==> src/include/sdr_pkg.sv <==
// Shared constants, character codes and carriers of the SDI-12 responder
package sdr_pkg;
    // Clock and line rate
    localparam int CLK_HZ = 250_000_000; // System clock rate in Hz
    localparam int BAUD = 1200; // Line rate in bits per second
    localparam int BIT_CYC = CLK_HZ / BAUD; // Clocks per bit, rounded down
    // Character framing
    localparam int CW = 7; // Data bits per character
    localparam int FRAME_BITS = 10; // Start, seven data, parity, stop
    localparam int CMD_MAX = 4; // Longest command body before the bang
    localparam int FIFO_DEPTH = 8; // Reply characters buffered
    localparam int IDX_W = 6; // Width of the reply character index
    localparam int SER_MAX = 13; // Longest serial number field
    localparam int NVAL = 4; // Values carried by one data reply
    localparam int VAL_CHARS = 5; // Sign and four digits per value
    // Reply body lengths, address included, CR LF excluded
    localparam int LEN_ADDR = 1;
    localparam int LEN_ID_FIX = 20;
    localparam int LEN_MEAS = 5;
    localparam int LEN_CONC = 6;
    localparam int LEN_DATA = 21;
    // Identify field start positions
    localparam int ID_VEN = 3; // Vendor field, eight characters
    localparam int ID_MOD = 11; // Model field, six characters
    localparam int ID_VER = 17; // Version field, three digits
    localparam int ID_SER = 20; // Serial number field
    // Character codes
    localparam logic [6:0] CH_BANG = 7'h21;
    localparam logic [6:0] CH_QUERY = 7'h3f;
    localparam logic [6:0] CH_CR = 7'h0d;
    localparam logic [6:0] CH_LF = 7'h0a;
    localparam logic [6:0] CH_PLUS = 7'h2b;
    localparam logic [6:0] CH_MINUS = 7'h2d;
    localparam logic [6:0] CH_ZERO = 7'h30;
    localparam logic [6:0] CH_ONE = 7'h31;
    localparam logic [6:0] CH_THREE = 7'h33;
    localparam logic [6:0] CH_NINE = 7'h39;
    localparam logic [6:0] CH_UA = 7'h41;
    localparam logic [6:0] CH_UZ = 7'h5a;
    localparam logic [6:0] CH_LA = 7'h61;
    localparam logic [6:0] CH_LZ = 7'h7a;
    localparam logic [6:0] CH_CMD_ID = 7'h49; // Identify
    localparam logic [6:0] CH_CMD_ADDR = 7'h41; // Change address
    localparam logic [6:0] CH_CMD_MEAS = 7'h4d; // Measurement
    localparam logic [6:0] CH_CMD_CONC = 7'h43; // Concurrent
    localparam logic [6:0] CH_CMD_DATA = 7'h44; // Data
    localparam logic [6:0] ADDR_RESET = 7'h30; // Factory address zero
    // Reply kinds
    typedef enum logic [2:0] {
        RK_ADDR = 3'h0, // Address then CR LF
        RK_ID = 3'h1, // Identify reply
        RK_MEAS = 3'h2, // Address, time, one-digit count
        RK_CONC = 3'h3, // Address, time, two-digit count
        RK_DATA = 3'h4 // Address and four signed values, address alone while no result is held
    } sdr_kind_t;
    // One signed value as four decimal digits, most significant first
    typedef struct packed {
        logic neg; // Minus sign when set
        logic [3:0][3:0] dig; // Digit 3 is sent first
    } sdr_val_t;
    // Vapor pressure, temperature, humidity, atmospheric pressure
    typedef sdr_val_t [NVAL-1:0] sdr_meas_t; // Index 0 sent first
    // One reply character and its end mark
    typedef struct packed {
        logic last; // Final character of the reply
        logic [6:0] ch; // Character code
    } sdr_char_t;
endpackage : sdr_pkg

==> src/design/sdr_responder.sv <==
// SDI-12 sensor command responder with its reply character FIFO
`timescale 1ns/1ns

// Character FIFO with valid and ready on both sides
module sdr_fifo #(
    parameter int W = 7,
    parameter int DEPTH = 8
) (
    input wire logic sys_clk,
    input wire logic rst_n,
    input wire logic in_valid,
    input wire logic [W-1:0] in_data,
    output logic in_ready,
    output logic out_valid,
    output logic [W-1:0] out_data,
    input wire logic out_ready
);
    localparam int AW = $clog2(DEPTH); // Pointer index width, DEPTH a power of 2

    // Storage and pointers with one wrap bit each
    typedef struct packed {
        logic [DEPTH-1:0][W-1:0] mem;
        logic [AW:0] wp;
        logic [AW:0] rp;
    } sdr_fifo_st_t;

    sdr_fifo_st_t q; // Registered state
    sdr_fifo_st_t d; // Next state

    // Full when pointers differ only in the wrap bit
    assign in_ready = !((q.wp[AW] != q.rp[AW]) &&
                        (q.wp[AW-1:0] == q.rp[AW-1:0]));
    assign out_valid = (q.wp != q.rp);
    assign out_data = q.mem[q.rp[AW-1:0]];

    // Push and pop bookkeeping
    always_comb begin
        d = q;
        if (in_valid && in_ready) begin
            d.mem[q.wp[AW-1:0]] = in_data;
            d.wp = q.wp + 1'b1;
        end
        if (out_valid && out_ready) begin
            d.rp = q.rp + 1'b1;
        end
    end

    // State register
    always_ff @(posedge sys_clk or negedge rst_n) begin
        if (!rst_n) begin
            q <= '0;
        end else begin
            q <= d;
        end
    end
endmodule : sdr_fifo

// Responder top: receiver, decoder, reply generator, transmitter
module sdr_responder #(
    parameter int BIT_CYC = sdr_pkg::BIT_CYC, // Clocks per line bit
    parameter logic [63:0] VENDOR = "XYZCORP ", // Arbitrary value
    parameter logic [47:0] MODEL = "SNS001", // Arbitrary value
    parameter int VERSION = 100, // Sensor version times hundred
    parameter int SER_LEN = 9, // Serial digits, zero omits the field
    parameter logic [103:0] SERIAL = "000000000", // Arbitrary value
    parameter int MEAS_SEC = 1, // Announced measurement time
    parameter int MEAS_CNT = 4 // Values announced per measurement
) (
    input wire logic sys_clk,
    input wire logic rst_n,
    input wire logic ce, // Freezes all state while low
    input wire logic sdi_i, // Data wire level as seen at the pin
    output logic sdi_o, // Data wire level driven, low is marking
    output logic sdi_oe, // High while the sensor drives the wire
    output logic meas_start, // One-cycle request to measure
    input wire logic meas_done, // One-cycle result ready
    input wire sdr_pkg::sdr_meas_t meas_val, // Result with meas_done
    output logic [6:0] cur_addr // Address now answered to
);
    localparam int CNT_W = $clog2(BIT_CYC) + 1; // Bit timer width
    localparam logic [CNT_W-1:0] FULL_BIT = CNT_W'(BIT_CYC - 1);
    localparam logic [CNT_W-1:0] HALF_BIT = CNT_W'(BIT_CYC / 2 - 1);
    localparam logic [3:0] RX_LAST = 4'h7; // Seven data plus parity
    localparam logic [3:0] TX_LAST = 4'(sdr_pkg::FRAME_BITS - 1);
    localparam logic [2:0] CMD_FULL = 3'(sdr_pkg::CMD_MAX);

    // Receiver states
    typedef enum logic [1:0] {
        RX_IDLE = 2'h0, RX_START = 2'h1, RX_BITS = 2'h2, RX_STOP = 2'h3
    } sdr_rx_t;
    // Generator and transmitter states
    typedef enum logic {GEN_IDLE = 1'b0, GEN_RUN = 1'b1} sdr_gen_t;
    typedef enum logic {TX_IDLE = 1'b0, TX_SEND = 1'b1} sdr_tx_t;

    // Whole state of the responder outside the FIFO
    typedef struct packed {
        logic s1; // First synchroniser stage
        logic s2; // Second synchroniser stage
        sdr_rx_t rx; // Receiver state
        logic [CNT_W-1:0] rcnt; // Receiver bit timer
        logic [3:0] rbit; // Receiver bit count
        logic [7:0] rsh; // Data and parity shift register
        logic [sdr_pkg::CMD_MAX-1:0][6:0] cmd; // Command characters
        logic [2:0] clen; // Characters held
        logic bad; // Command spoiled by overflow, bad parity or missing stop bit
        sdr_gen_t gen; // Reply generator state
        sdr_pkg::sdr_kind_t kind; // Reply being produced
        logic [sdr_pkg::IDX_W-1:0] idx; // Reply character index
        sdr_tx_t tx; // Transmitter state
        logic [CNT_W-1:0] tcnt; // Transmitter bit timer
        logic [3:0] tbit; // Transmitter bit count
        logic [9:0] tsh; // Frame shift register
        logic [6:0] addr; // Own address
        logic sr_pend; // Service request owed on completion
        logic sr_due; // Completion seen, request not yet sent
        logic have; // Result held for data replies
        sdr_pkg::sdr_meas_t vals; // Held result
        logic line; // Driven line level
        logic oe; // Drive enable
        logic mstart; // Measurement start pulse
    } sdr_st_t;

    sdr_st_t q; // Registered state
    sdr_st_t d; // Next state

    logic fifo_in_ready; // FIFO has room
    logic fifo_out_valid; // FIFO holds a character
    logic [6:0] fifo_out_data; // Oldest character
    logic gen_push; // Generator offers a character
    logic tx_take; // Transmitter takes a character
    sdr_pkg::sdr_char_t gen_ch; // Character offered

    // Digit to character
    function automatic logic [6:0] dchar(input int v);
        dchar = sdr_pkg::CH_ZERO + 7'(v % 10);
    endfunction : dchar

    // Letters and digits only
    function automatic logic is_alnum(input logic [6:0] c);
        is_alnum = (c >= sdr_pkg::CH_ZERO && c <= sdr_pkg::CH_NINE) ||
                   (c >= sdr_pkg::CH_UA && c <= sdr_pkg::CH_UZ) ||
                   (c >= sdr_pkg::CH_LA && c <= sdr_pkg::CH_LZ);
    endfunction : is_alnum

    // Body length of each reply kind, address included
    function automatic int body_len(input sdr_pkg::sdr_kind_t k,
                                    input logic have);
        case (k)
            sdr_pkg::RK_ID: body_len = sdr_pkg::LEN_ID_FIX + SER_LEN;
            sdr_pkg::RK_MEAS: body_len = sdr_pkg::LEN_MEAS;
            sdr_pkg::RK_CONC: body_len = sdr_pkg::LEN_CONC;
            sdr_pkg::RK_DATA: body_len = have ? sdr_pkg::LEN_DATA
                                              : sdr_pkg::LEN_ADDR;
            default: body_len = sdr_pkg::LEN_ADDR;
        endcase
    endfunction : body_len

    // Character at position i of a reply
    function automatic sdr_pkg::sdr_char_t resp_char(
        input sdr_pkg::sdr_kind_t k, input int i, input logic [6:0] a,
        input logic have, input sdr_pkg::sdr_meas_t v);
        int n;
        int p;
        int j;
        n = body_len(k, have);
        p = 0;
        j = 0;
        resp_char.last = 1'b0;
        resp_char.ch = a; // Address opens every reply
        if (i == n) begin
            resp_char.ch = sdr_pkg::CH_CR; // Closing pair
        end else if (i > n) begin
            resp_char.ch = sdr_pkg::CH_LF;
            resp_char.last = 1'b1;
        end else if (i > 0) begin
            case (k)
                sdr_pkg::RK_ID: begin
                    if (i < sdr_pkg::ID_VEN) begin
                        resp_char.ch = (i == 1) ? sdr_pkg::CH_ONE
                                                : sdr_pkg::CH_THREE;
                    end else if (i < sdr_pkg::ID_MOD) begin
                        j = 63 - 8 * (i - sdr_pkg::ID_VEN);
                        resp_char.ch = VENDOR[j-1 -: 7];
                    end else if (i < sdr_pkg::ID_VER) begin
                        j = 47 - 8 * (i - sdr_pkg::ID_MOD);
                        resp_char.ch = MODEL[j-1 -: 7];
                    end else if (i < sdr_pkg::ID_SER) begin
                        p = sdr_pkg::ID_SER - 1 - i;
                        resp_char.ch = dchar(p == 2 ? VERSION / 100 :
                                             p == 1 ? VERSION / 10 :
                                             VERSION);
                    end else begin
                        j = 8 * (SER_LEN - 1 - (i - sdr_pkg::ID_SER));
                        resp_char.ch = SERIAL[j +: 7];
                    end
                end
                sdr_pkg::RK_MEAS, sdr_pkg::RK_CONC: begin
                    if (i == 1) begin
                        resp_char.ch = dchar(MEAS_SEC / 100);
                    end else if (i == 2) begin
                        resp_char.ch = dchar(MEAS_SEC / 10);
                    end else if (i == 3) begin
                        resp_char.ch = dchar(MEAS_SEC);
                    end else if (k == sdr_pkg::RK_CONC && i == 4) begin
                        resp_char.ch = dchar(MEAS_CNT / 10);
                    end else begin
                        resp_char.ch = dchar(MEAS_CNT);
                    end
                end
                sdr_pkg::RK_DATA: begin
                    j = (i - 1) / sdr_pkg::VAL_CHARS;
                    p = (i - 1) % sdr_pkg::VAL_CHARS;
                    if (p == 0) begin
                        resp_char.ch = v[j].neg ? sdr_pkg::CH_MINUS
                                                : sdr_pkg::CH_PLUS;
                    end else begin
                        resp_char.ch = dchar(int'(v[j].dig[4-p]));
                    end
                end
                default: resp_char.ch = a;
            endcase
        end
    endfunction : resp_char

    assign gen_ch = resp_char(q.kind, int'(q.idx), q.addr, q.have, q.vals);
    assign gen_push = (q.gen == GEN_RUN) && ce;
    assign tx_take = (q.tx == TX_IDLE) && ce;

    // Reply characters queue between generator and transmitter
    sdr_fifo #(
        .W(sdr_pkg::CW),
        .DEPTH(sdr_pkg::FIFO_DEPTH)
    ) u_fifo (
        .sys_clk(sys_clk),
        .rst_n(rst_n),
        .in_valid(gen_push),
        .in_data(gen_ch.ch),
        .in_ready(fifo_in_ready),
        .out_valid(fifo_out_valid),
        .out_data(fifo_out_data),
        .out_ready(tx_take)
    );

    assign sdi_o = q.line;
    assign sdi_oe = q.oe;
    assign meas_start = q.mstart;
    assign cur_addr = q.addr;

    // Receive, decode, generate and transmit in one next-state process
    always_comb begin
        logic bitv; // Logical level of the wire, inverted from the pin
        logic busy; // A reply is still in flight
        logic got; // A clean character finished
        logic match; // Command names us or the wildcard
        logic [6:0] c0;
        logic [6:0] c1;
        logic [6:0] c2;
        bitv = !q.s2; // Inverted logic: pin high is a zero
        busy = (q.gen == GEN_RUN) || fifo_out_valid || (q.tx == TX_SEND);
        got = 1'b0;
        c0 = q.cmd[0];
        c1 = q.cmd[1];
        c2 = q.cmd[2];
        match = (c0 == q.addr) || (c0 == sdr_pkg::CH_QUERY);
        d = q;
        d.s1 = sdi_i;
        d.s2 = q.s1;
        d.mstart = 1'b0;
        // Receiver, listening only while no reply is in flight
        case (q.rx)
            RX_IDLE: begin
                if (!busy && !bitv) begin
                    d.rx = RX_START;
                    d.rcnt = HALF_BIT;
                end
            end
            RX_START: begin
                if (q.rcnt != '0) begin
                    d.rcnt = q.rcnt - 1'b1;
                end else if (!bitv) begin
                    d.rx = RX_BITS;
                    d.rcnt = FULL_BIT;
                    d.rbit = '0;
                end else begin
                    d.rx = RX_IDLE; // Glitch, not a start bit
                end
            end
            RX_BITS: begin
                if (q.rcnt != '0) begin
                    d.rcnt = q.rcnt - 1'b1;
                end else begin
                    d.rsh = {bitv, q.rsh[7:1]}; // Least significant first
                    d.rbit = q.rbit + 1'b1;
                    d.rcnt = FULL_BIT;
                    if (q.rbit == RX_LAST) begin
                        d.rx = RX_STOP;
                    end
                end
            end
            RX_STOP: begin
                if (q.rcnt != '0) begin
                    d.rcnt = q.rcnt - 1'b1;
                end else begin
                    d.rx = RX_IDLE;
                    if (bitv && !(^q.rsh)) begin
                        got = 1'b1; // Stop and even parity good
                    end else begin
                        d.bad = 1'b1;
                    end
                end
            end
            default: d.rx = RX_IDLE;
        endcase
        // Command assembly and decode at the bang
        if (got && q.rsh[6:0] == sdr_pkg::CH_BANG) begin
            d.clen = '0;
            d.bad = 1'b0;
            if (!q.bad && q.clen != '0) begin
                if (q.clen == 3'h1 && match) begin
                    d.gen = GEN_RUN; // Acknowledge and query
                    d.kind = sdr_pkg::RK_ADDR;
                end else if (q.clen == 3'h2 && match &&
                             c1 == sdr_pkg::CH_CMD_ID) begin
                    d.gen = GEN_RUN;
                    d.kind = sdr_pkg::RK_ID;
                end else if (q.clen == 3'h2 && match &&
                             (c1 == sdr_pkg::CH_CMD_MEAS ||
                              c1 == sdr_pkg::CH_CMD_CONC)) begin
                    d.gen = GEN_RUN;
                    d.kind = (c1 == sdr_pkg::CH_CMD_MEAS) ? sdr_pkg::RK_MEAS
                                                          : sdr_pkg::RK_CONC;
                    d.mstart = 1'b1;
                    d.have = 1'b0;
                    d.sr_due = 1'b0;
                    d.sr_pend = (c1 == sdr_pkg::CH_CMD_MEAS);
                end else if (q.clen == 3'h3 && match &&
                             c1 == sdr_pkg::CH_CMD_DATA &&
                             c2 == sdr_pkg::CH_ZERO) begin
                    d.gen = GEN_RUN;
                    d.kind = sdr_pkg::RK_DATA;
                end else if (q.clen == 3'h3 && c0 == q.addr &&
                             c1 == sdr_pkg::CH_CMD_ADDR && is_alnum(c2)) begin
                    d.addr = c2; // Reply below reads the new address
                    d.gen = GEN_RUN;
                    d.kind = sdr_pkg::RK_ADDR;
                end
                // Anything else stays silent, wire released
            end
            d.idx = '0;
        end else if (got) begin
            if (q.clen == CMD_FULL) begin
                d.bad = 1'b1; // Too long, drop until the bang
            end else begin
                d.cmd[q.clen] = q.rsh[6:0]; // Address comes first
                d.clen = q.clen + 1'b1;
            end
        end
        // Service request once the line is quiet
        if (q.sr_due && !busy && q.rx == RX_IDLE && d.gen == GEN_IDLE) begin
            d.gen = GEN_RUN; // Address then CR LF
            d.kind = sdr_pkg::RK_ADDR;
            d.idx = '0;
            d.sr_due = 1'b0;
            d.sr_pend = 1'b0;
        end
        // Result capture, held for data replies until the next M or C command
        if (meas_done) begin
            d.vals = meas_val;
            d.have = 1'b1;
            d.sr_due = q.sr_pend; // Set wins over the clear above
        end
        // Generator advances as the FIFO accepts characters
        if (q.gen == GEN_RUN && fifo_in_ready) begin
            d.idx = q.idx + 1'b1;
            if (gen_ch.last) begin
                d.gen = GEN_IDLE;
            end
        end
        // Transmitter, one frame per FIFO character
        case (q.tx)
            TX_IDLE: begin
                d.line = 1'b0; // Marking
                if (fifo_out_valid) begin
                    d.tsh = {1'b1, ^fifo_out_data, fifo_out_data, 1'b0};
                    d.line = 1'b1; // Start bit, inverted
                    d.tbit = '0;
                    d.tcnt = FULL_BIT;
                    d.tx = TX_SEND;
                end
            end
            TX_SEND: begin
                if (q.tcnt != '0) begin
                    d.tcnt = q.tcnt - 1'b1;
                end else if (q.tbit == TX_LAST) begin
                    d.line = 1'b0;
                    d.tx = TX_IDLE;
                end else begin
                    d.tsh = {1'b0, q.tsh[9:1]};
                    d.line = !q.tsh[1]; // Inverted logic
                    d.tbit = q.tbit + 1'b1;
                    d.tcnt = FULL_BIT;
                end
            end
            default: d.tx = TX_IDLE;
        endcase
        // Drive only while a reply is in flight
        d.oe = (d.gen == GEN_RUN) || fifo_out_valid || (d.tx == TX_SEND);
    end

    // State register, frozen while ce is low
    always_ff @(posedge sys_clk or negedge rst_n) begin
        if (!rst_n) begin
            q <= '0;
            q.addr <= sdr_pkg::ADDR_RESET; // Factory address
            q.kind <= sdr_pkg::RK_ADDR;
        end else if (ce) begin
            q <= d;
        end
    end
endmodule : sdr_responder

==> config.mk <==
export PLATFORM = sky130hd
export DESIGN_NAME = sdr_responder
export DESIGN_NICKNAME = d
export VERILOG_FILES = /design/src/include/sdr_pkg.sv /design/src/design/sdr_responder.sv
export SDC_FILE = /design/constraint.sdc
export NUM_CORES = 1
export LEC_CHECK = 0
export BUFFER_PORTS_ARGS = -buffer_cell sky130_fd_sc_hd__clkbuf_2
export CAP_MARGIN = 20
export CORE_MARGIN = 2
export CORE_UTILIZATION = 35
export DETAILED_ROUTE_END_ITERATION = 16
export PLACE_DENSITY_LB_ADDON = 0.08
export SLEW_MARGIN = 25
export SYNTH_ARGS = -nofsm -noshare
export SYNTH_HDL_FRONTEND = slang
export SYNTH_SLANG_ARGS = --single-unit
==> constraint.sdc <==
create_clock -name sys_clk -period 10.5 [get_ports sys_clk]
set_input_delay 0.525 -clock sys_clk [delete_from_list [all_inputs] [get_ports sys_clk]]
set_output_delay 0.525 -clock sys_clk [all_outputs]
set_load 0.005 [all_outputs]
# Yosys cells after proc, flatten, opt, wreduce, memory -nomap -nowiden
# Index checks and enable logic that the tools add are counted.
# word_totals
regBits,256
inputBits,73
out_inout_bits,10
wordCells,337
# classes
addsub,21
div_mod_pow,4
magnitude_cmp,19
eq_ne,51
shift,3
muxes,94
bitwise_logic,9
reduce_logical,80
# op_table
op,count
$shiftx A104 B11 Y7 const A,1
$mux W7,13
$pmux W21 S4,1
$mux W19,4
$mux W70,1
$shiftx A70 B12 Y7 const A,1
$pmux W34 S2,1
$lt A32 B4 Y1 const B,2
$bwmux W56,1
$shiftx A54 B12 Y7 const A,1
$mux W4,11
$reduce_bool A19 Y1,2
$sub A19 B1 Y19 const B,2
$eq A7 B7 Y1 const B,5
$bmux W17 S2,1
$mux W17,2
$mux W34,1
$mux W3,11
$mux W33,1
$div A32 B4 Y32 const B,1
$eq A7 B32 Y1,1
$gt A7 B32 Y1,1
$logic_not A32 Y1,1
$mod A32 B4 Y32 const B,1
82 further kinds,214

# Longest topological paths before layout
# Gate-level depths: netlist of run 1.
# logic_depth
depth_word,19
ltp_mapped,41
mapped_depth_nobuf,32

# Modules after synthesis
# A second synthesis of run 1 with hierarchy kept.
# unflattened
cells_unflattened,1378
hier_area_um2,14498.9
# by_module_without_submodules
mod,n_inst,cells_each,area_each_um2,seq_area_each_um2
sdr_responder,1,1188,11496.0,4606.9
sdr_fifo,1,190,3002.9,1601.5

# Worst setup path before layout of run 1
# No wires, ideal clock.
# synth_path
kind,reg-to-reg
start,register q[115] (netlist bit)
end,register u_fifo.q[13] (netlist bit)
setup_ns,0.122
t_arrival_ns,8.785
required_time_ns,10.378
slack_ns,1.593
path_stages_with_launch,37
n_path_buf,7
synth_period_minus_slack_ns,8.907
cell_sequence,dfrtp_1 -> buf_2 -> buf_1 -> buf_1 -> clkinv_1 -> ha_1 -> and2_1 -> a21oi_1 -> o32ai_1 -> a31o_2 -> nor3_1 -> nor3_1 -> ha_1 -> nor2_1 -> a211o_1 -> buf_6 -> xnor2_1 -> ha_1 -> nand2_1 -> o31ai_1 -> mux2i_4 -> nor2_4 -> buf_4 -> clkbuf_1 -> o21ai_0 -> ha_1 -> a21oi_1 -> ha_1 -> clkbuf_1 -> mux2i_1 -> inv_1 -> ha_1 -> nor2_1 -> ha_1 -> a31oi_1 -> o211ai_2 -> a32o_1
# synth_between
elab_chain_len,16
elab_cells_between_ends,48
classes_between,add/sub: 13; div: 4; order compare: 6; eq/ne: 3; shift: 3; mux: 18; reduce/logical: 1
# synth_lines
item,line_no,rtl
"start, declared",sdr_responder.sv:123,sdr_st_t q;
branches (longest 14 deep; another with $mod A32 B4 Y32),--,
$mux W7 (*),sdr_responder.sv:170,if (i == n) begin
$bwmux W56 (*),sdr_responder.sv:40,d.mem[q.wp[AW-1:0]] = in_data;
"end signal, assigned",sdr_responder.sv:51,q <= '0;
"end signal, assigned",sdr_responder.sv:53,q <= d;
"end, declared",sdr_responder.sv:27,sdr_fifo_st_t q;
# Mark *: on every way between the ends. The select of a mux whose other input is x is not followed.
# A chain may end at the register's enable or synchronous reset.

# Final worst setup path of run 1
# layout_path
start,register q[116] (netlist bit)
end,register u_fifo.q[63] (netlist bit)
# The elaborated chain is that of the path after synthesis.

==> impl_metrics.json, run 1 <==
{
  "ys_warn_count": 0,
  "gp_congestion": 0.835,
  "cp_common_cell": "ha_1",
  "hold_violations": 0,
  "rr_endpoint": "u_fifo.q[63]$_DFFE_PN0P_",
  "wl_um": 39900,
  "rsz0062_at_grt": "no",
  "tightest_slew_ps": 1030,
  "p_comb_share_pct": 14.4,
  "dp_cells": 2069,
  "cts-resized-gates": 0,
  "setup.worst_path.start": "q[116]$_DFFE_PN0P_",
  "fmax_ghz": 0.111,
  "nets": 1689,
  "hp-class": "in2reg",
  "antenna_found_initial": 2,
  "top_level_ports": 83,
  "layout_setup_ws_ps": 1460,
  "path_class": "reg2reg",
  "area_growth_pct": 14.0,
  "place_area_um2": 15700,
  "clk_latency_ps": 530,
  "grt_pass1_vias": 11500,
  "start_util_pct": 35.4,
  "timing.rr.start": "q[116]$_DFFE_PN0P_",
  "end_kind": "flip-flop",
  "synth_edf_count": 0,
  "cts_buffer_depth": 3,
  "grt_max_degree": 116,
  "dp_worst_setup_slack_ps": 1560,
  "outcome": "complete, no violations",
  "endpoint": "u_fifo.q[63]$_DFFE_PN0P_",
  "final_cells": 2131,
  "ir_drop_v": 0.000112,
  "ff2ff_path_depth": 31,
  "fin_worst_skew_ps": 19.0,
  "fin_crit_sh_pct": 86.1,
  "seq_power_share_pct": 43.1,
  "root_buffer": "clkbuf_16",
  "syn_inst": 1503,
  "dominantRegCellSynth": "dfrtp_1",
  "utilization_pct": 40.3,
  "path_clk_slew_ps": 60,
  "fin_area_um2": 16900,
  "arrival_ps": 9510,
  "yosysUniqueCellTypes": 99,
  "power_frac_clock_pct": 42.4,
  "powerDensity_nw_per_um2": 156,
  "ys_seq_area_share_pct": 41.9,
  "swShare_pct": 27.9,
  "grt_overflow": 0,
  "die_area_um2": 44000,
  "cts.sinks": 248,
  "relSlewSlack_pct": 30.6,
  "io_buffers": 82,
  "tritoncts": "built",
  "ant_nets": 0,
  "cp_max_fo": 25,
  "drive_gt1_share_pct": 21.1,
  "vias": 11600,
  "setup-tns-final_ps": 0,
  "r2r_setup_slack_ps": 1460,
  "p_leak_nw": 7.19,
  "drv_cap": 0,
  "async_reset_ff_share_pct": 100,
  "dp_hpwl_um": 28000,
  "drt-initial-drc-count": 661,
  "yosys_register_bits": 248,
  "numCtsBuffers": 34,
  "critPathMaxStageDelay_ps": 570,
  "die_y_um": 210,
  "htreeDepth": 2,
  "core_um2": 41900,
  "setup_viol_count_final": 0,
  "avgSynthCellArea_um2": 9.86,
  "rows": 75,
  "post_drt_wl_per_cell_um": 18.7,
  "power.internal_mw": 1.89,
  "die_w_um": 210,
  "maxSlewViolCount": 0,
  "cp.required_ps": 10970,
  "fin_crit_ps": 9040,
  "p_switching_mw": 0.734,
  "drc": 0,
  "grt_pass1_wl_um": 65500,
  "postCtsSetupBuffers": 0,
  "timing.hold.ws_ps": 225,
  "firstDrtPassIters": 5,
  "vias_per_cell": 5.45,
  "startpoint_type": "flip-flop",
  "syn-cell-area_um2": 14800,
  "total_power_mw": 2.63,
  "nFillCells": 4219,
  "track_usage_pct": 18.6,
  "cp_slowest_cell": "ha_1"
}
[power by group through the flow]
stage | clock network, mW | logic [mW] | registers [mW]
final | 1.11 | 0.379 | 1.13
after global routing | 1.19 | 0.429 | 1.15
after CTS | 1.15 | 0.384 | 1.13
after detailed placement | 0 | 0.383 | 1.15
after global placement | 0 | 0.378 | 1.15
after floorplan | 0 | 0.290 | 1.11
[placed cells by master, fill, tap and decap left out, types with 10 or more instances in the layout]
| master | n |
|---|---|
| mux2i_1 | 26 |
| buf_4 | 20 |
| a31oi_1 | 13 |
| ha_1 | 47 |
| nand3_1 | 34 |
| nand2b_1 | 13 |
| xnor2_1 | 43 |
| xor2_1 | 16 |
| nor2b_1 | 13 |
| or3_1 | 23 |
| dfrtp_1 | 245 |
| o31a_1 | 11 |
| or2_2 | 10 |
| a32o_1 | 10 |
| clkbuf_2 | 81 |
| nand2_1 | 156 |
| a21oi_1 | 84 |
| nand4_1 | 18 |
| clkbuf_16 | 35 |
| nor2_1 | 129 |
| mux2_2 | 96 |
| o31ai_1 | 24 |
| inv_1 | 35 |
| nor4_1 | 14 |
| mux4_2 | 27 |
| nor3_1 | 41 |
| o21ai_0 | 111 |
| and3_1 | 14 |
[timing repair]
item	in CTS	in global routing
endpoints found under the hold margin	0	25
endpoints found under the setup margin	0	0
hold buffers	0	1
[kinds of logic (layout without fill, tap and decap cells)]
group	after synthesis	after routing	share of synthesized area, %
AND/OR/NAND/NOR	512	512	16.7
AO/OA/AOI/OAI	360	360	16.2
flip-flops	248	248	41.9
multiplexers	159	159	14.2
buffers and inverters	116	202	3.35
XOR/XNOR	59	59	3.49
adder cells (fa/ha/maj)	48	48	4.04
other	1	4	0.0253
[worst max-delay path: cells and delay by family (launching register included)]
| family | cells | cell delay [ps] |
|---|---|---|
| adder cells (fa/ha/maj) | 7 | 2450 |
| AO/OA/AOI/OAI | 6 | 1650 |
| AND/OR/NAND/NOR | 10 | 2180 |
| XOR/XNOR | 2 | 470 |
| flip-flops | 1 | 560 |
| multiplexers | 3 | 940 |
| buffers and inverters | 3 | 720 |
[sequential cells by signal, indices dropped and copies added (netlist names), named ones only]
name / count
meas_start: 1
cur_addr: 7
d: 1
sdi_oe: 1
u_fifo.q: 64
sdi_o: 1
q: 172
[cell usage after synthesis, types with 4 or more instances]
| cell | count | area [um2] |
|---|---|---|
| mux4_2 | 27 | 608 |
| ha_1 | 47 | 588 |
| o21ai_0 | 111 | 556 |
| xnor2_1 | 43 | 377 |
| mux2_4 | 8 | 120 |
| a311oi_1 | 4 | 35.0 |
| and3_1 | 14 | 87.6 |
| o22a_1 | 6 | 52.6 |
| inv_1 | 35 | 131 |
| nand4b_1 | 4 | 35.0 |
| a32o_1 | 10 | 100 |
| o2111ai_1 | 4 | 35.0 |
| buf_1 | 15 | 56.3 |
| and2_1 | 8 | 50.1 |
| or3_1 | 23 | 144 |
| buf_4 | 10 | 75.1 |
| nand2_1 | 157 | 589 |
| nand4_1 | 18 | 113 |
| a21o_1 | 8 | 60.1 |
| o31ai_1 | 24 | 180 |
| nor4_1 | 14 | 87.6 |
| a21oi_1 | 85 | 425 |
| o211ai_1 | 4 | 30.0 |
| or2_2 | 10 | 62.6 |
| nor2_1 | 129 | 484 |
| o31a_1 | 11 | 96.3 |
| o22ai_1 | 7 | 43.8 |
| xor2_1 | 16 | 140 |
| dfrtp_1 | 246 | 6160 |
| a32oi_1 | 5 | 43.8 |
| nand2b_1 | 13 | 81.3 |
| clkbuf_1 | 43 | 161 |
| nor3_1 | 41 | 205 |
| nor2b_1 | 13 | 81.3 |
| mux2_2 | 96 | 1080 |
| nand3_1 | 34 | 170 |
| a31o_2 | 4 | 35.0 |
| o21ai_1 | 8 | 40.0 |
| mux2i_1 | 26 | 260 |
| a211oi_1 | 7 | 52.6 |
| a31oi_1 | 13 | 81.3 |
| buf_2 | 7 | 35.0 |
| or4_1 | 9 | 67.6 |
[final cells by class]
type	count	area (um2)	area share, %
clock inverters	6	45.0	0.267
repair buffers	105	636	3.77
diodes	1	2.50	0.0148
clock buffers	52	1030	6.10
multi-input cells	1141	8140	48.2
well taps	539	674	3.99
flip-flops and latches	248	6210	36.8
inverters	39	146	0.867
[metal layers]
| layer | up-vias | share of wire (%) | GRT usage, % |
|---|---|---|---|
| li1 | 5656 | - | - |
| met1 | 5642 | 49 | 27.1 |
| met2 | 242 | 44 | 28.3 |
| met3 | 68 | 4.5 | 3.41 |
| met4 | 2 | 2.6 | 5.62 |
| met5 | - | 0.028 | 0 |
[how the worst min path moves through the flow]
stage                             startpoint                  endpoint  slack, ps  cells past startpoint
CTS                                    rst_n         q[19]$_DFFE_PN0P_        130                      1
finish                                 sdi_i        d[190]$_DFFE_PN0P_        220                      2
floorplan                              rst_n                 async pin        230                      0
global placement    u_fifo.q[33]$_DFFE_PN0P_  u_fifo.q[33]$_DFFE_PN0P_        450                      2
detailed placement  u_fifo.q[33]$_DFFE_PN0P_  u_fifo.q[33]$_DFFE_PN0P_        460                      2
global route                    meas_val[52]         q[55]$_DFFE_PN0P_        210                      2
(Power assumes the default switching activity.)
==> run 2, diff against run 1 <==
- BUFFER_PORTS_ARGS: -buffer_cell sky130_fd_sc_hd__clkbuf_2 -> -buffer_cell sky130_fd_sc_hd__buf_2
==> run 2 against run 1 <==
The run now ends with hold timing left. Total power is 3.0% lower. Largest power group unchanged. Clock power is 6% lower. Routed wire length is 0.80% higher. Design area is 0.87% lower. Critical path depth stayed put. Clock skew is 13 ps higher. Sequential share of layout area is 0.32 points higher. Sequential power hardly changed.
==> impl_metrics.json, run 2 (synthesis results as in run 1) <==
{
  "post_drt_wl_per_cell_um": 18.9,
  "largest_reg_flops": 172,
  "area_growth_pct": 13.0,
  "vias_per_cell": 5.47,
  "die_y_um": 210,
  "place_area_um2": 15700,
  "wl_um": 40200,
  "top_register": "q",
  "power_frac_clock_pct": 40.9,
  "track_usage_pct": 18.4,
  "setup-tns-final_ps": 0,
  "top_level_ports": 83,
  "path_clk_slew_ps": 50,
  "cp_common_cell": "ha_1",
  "rows": 75,
  "ant_nets": 0,
  "ir_drop_v": 0.000105,
  "arrival_ps": 9570,
  "fin_area_um2": 16700,
  "vias": 11600,
  "grt_max_degree": 110,
  "outcome": "finished, violations left",
  "nFillCells": 4211,
  "hp-class": "in2async",
  "numCtsBuffers": 31,
  "drv_cap": 0,
  "postCtsSetupBuffers": 0,
  "cts.sinks": 248,
  "final_common_cell": "dfrtp_1",
  "p_switching_mw": 0.712,
  "core_um2": 41900,
  "setup_viol_count_final": 0,
  "fin_crit_ps": 9080,
  "critPathMaxStageDelay_ps": 600,
  "grt_overflow": 0,
  "most-common-layout-cells": "dfrtp_1, nand2_1, nor2_1",
  "grt_pass1_vias": 11400,
  "die_area_um2": 44000,
  "cp.required_ps": 10990,
  "drive_gt1_share_pct": 20.8,
  "fmax_ghz": 0.110,
  "firstDrtPassIters": 5,
  "fin_crit_sh_pct": 86.5,
  "start_util_pct": 35.4,
  "io_buffers": 82,
  "tritoncts": "built",
  "die_w_um": 210,
  "powerDensity_nw_per_um2": 152,
  "root_buffer": "clkbuf_16",
  "end_kind": "flip-flop",
  "gp_congestion": 0.817,
  "nets": 1684,
  "drt-initial-drc-count": 822,
  "cp_slowest_cell": "ha_1",
  "hold_violations": 6,
  "power.internal_mw": 1.83,
  "utilization_pct": 40.0,
  "startpoint_type": "flip-flop",
  "cp_max_fo": 25,
  "cts-resized-gates": 0,
  "cts_buffer_depth": 3,
  "tightest_slew_ps": 950,
  "clk_latency_ps": 580,
  "failed_checks": "hold timing",
  "dp_hpwl_um": 28200,
  "ctsHoldBuffers": 0,
  "seq_power_share_pct": 44.5,
  "htreeDepth": 1,
  "timing.hold.ws_ps": -18.7,
  "fin_worst_skew_ps": 32.0,
  "maxSlewViolCount": 0,
  "p_comb_share_pct": 14.7,
  "swShare_pct": 28.0,
  "path_class": "reg2reg",
  "grt_pass1_wl_um": 65500,
  "antenna_found_initial": 2,
  "relSlewSlack_pct": 36.2,
  "drc": 0,
  "rsz0062_at_grt": "no",
  "p_leak_nw": 7.11
}
==> run 2: changes by cell type in the layout (fill, tap and decap cells not counted), sizes merged <==
cell	change
buf	+80
bufinv	+1
clkbuf	-85
clkinvlp	-1
dlygate4sd3	-1
==> run 2: power groups by stage <==
stage	logic, mW	registers (mW)	clock network (mW)
after CTS	0.382	1.13	1.08
final	0.374	1.13	1.04
after global routing	0.423	1.15	1.11
after detailed placement	0.381	1.15	0
after floorplan	0.290	1.11	0
after global placement	0.379	1.15	0
==> run 2: final timing paths <==
check / slack [ps] / endpoint / depth (start not counted) / startpoint
setup / recovery: 1420 / u_fifo.q[63]$_DFFE_PN0P_ / 31 / q[116]$_DFFE_PN0P_
setup reg to reg: 1420 / u_fifo.q[63]$_DFFE_PN0P_ / 31 / q[116]$_DFFE_PN0P_
hold / removal: -20 / q[117]$_DFFE_PN0P_ / 1 / rst_n
hold reg to reg: 470 / u_fifo.q[33]$_DFFE_PN0P_ / 2 / u_fifo.q[33]$_DFFE_PN0P_
max in group asynchronous: 8460 / u_fifo.q[4]$_DFFE_PN0P_ / 3 / rst_n
min in group sys_clk: 170 / q[62]$_DFFE_PN0P_ / 2 / meas_val[59]
==> run 2: cell type report <==
type | instances | area, um2 | area share (%)
Clock buffer | 48 | 920 | 5.50
Inverter | 39 | 146 | 0.875
Clock inverter | 6 | 65.1 | 0.389
Sequential cell | 248 | 6210 | 37.1
Tap cell | 539 | 674 | 4.03
Timing Repair Buffer | 103 | 582 | 3.48
Multi-Input combinational cell | 1141 | 8130 | 48.6
Antenna cell | 1 | 2.50 | 0.0150
==> run 2: stage by stage <==
stage,power [mW],instances,setup WS (ps)
4_1_cts,2.59,2124,1510
3_3_place_gp,1.53,2070,1760
6_report,2.55,2125,1420
3_5_place_dp,1.53,2070,1550
2_1_floorplan,1.40,1505,1590
5_1_grt,2.68,2124,701
==> run 2: worst max-delay path, delay by kind of cell (launching register included) <==
| family | cells | cell delay, ps |
|---|---|---|
| xor gates and xnor gates | 1 | 320 |
| and+or+nand+nor | 10 | 2170 |
| DFF | 1 | 550 |
| AOI/OAI and AO/OA | 7 | 1850 |
| buffers and inverters | 3 | 700 |
| adders and majority gates | 7 | 2450 |
| muxes | 3 | 930 |
==> run 2: metal layers <==
metal  vias to the layer above  GRT usage (%)  share of wire (%)
met1                      5725           27.3                 49
met5                         -              0              0.032
met4                         2           3.94                1.7
met3                        43           2.59                4.3
li1                       5619              -                  -
met2                       225           28.7                 45
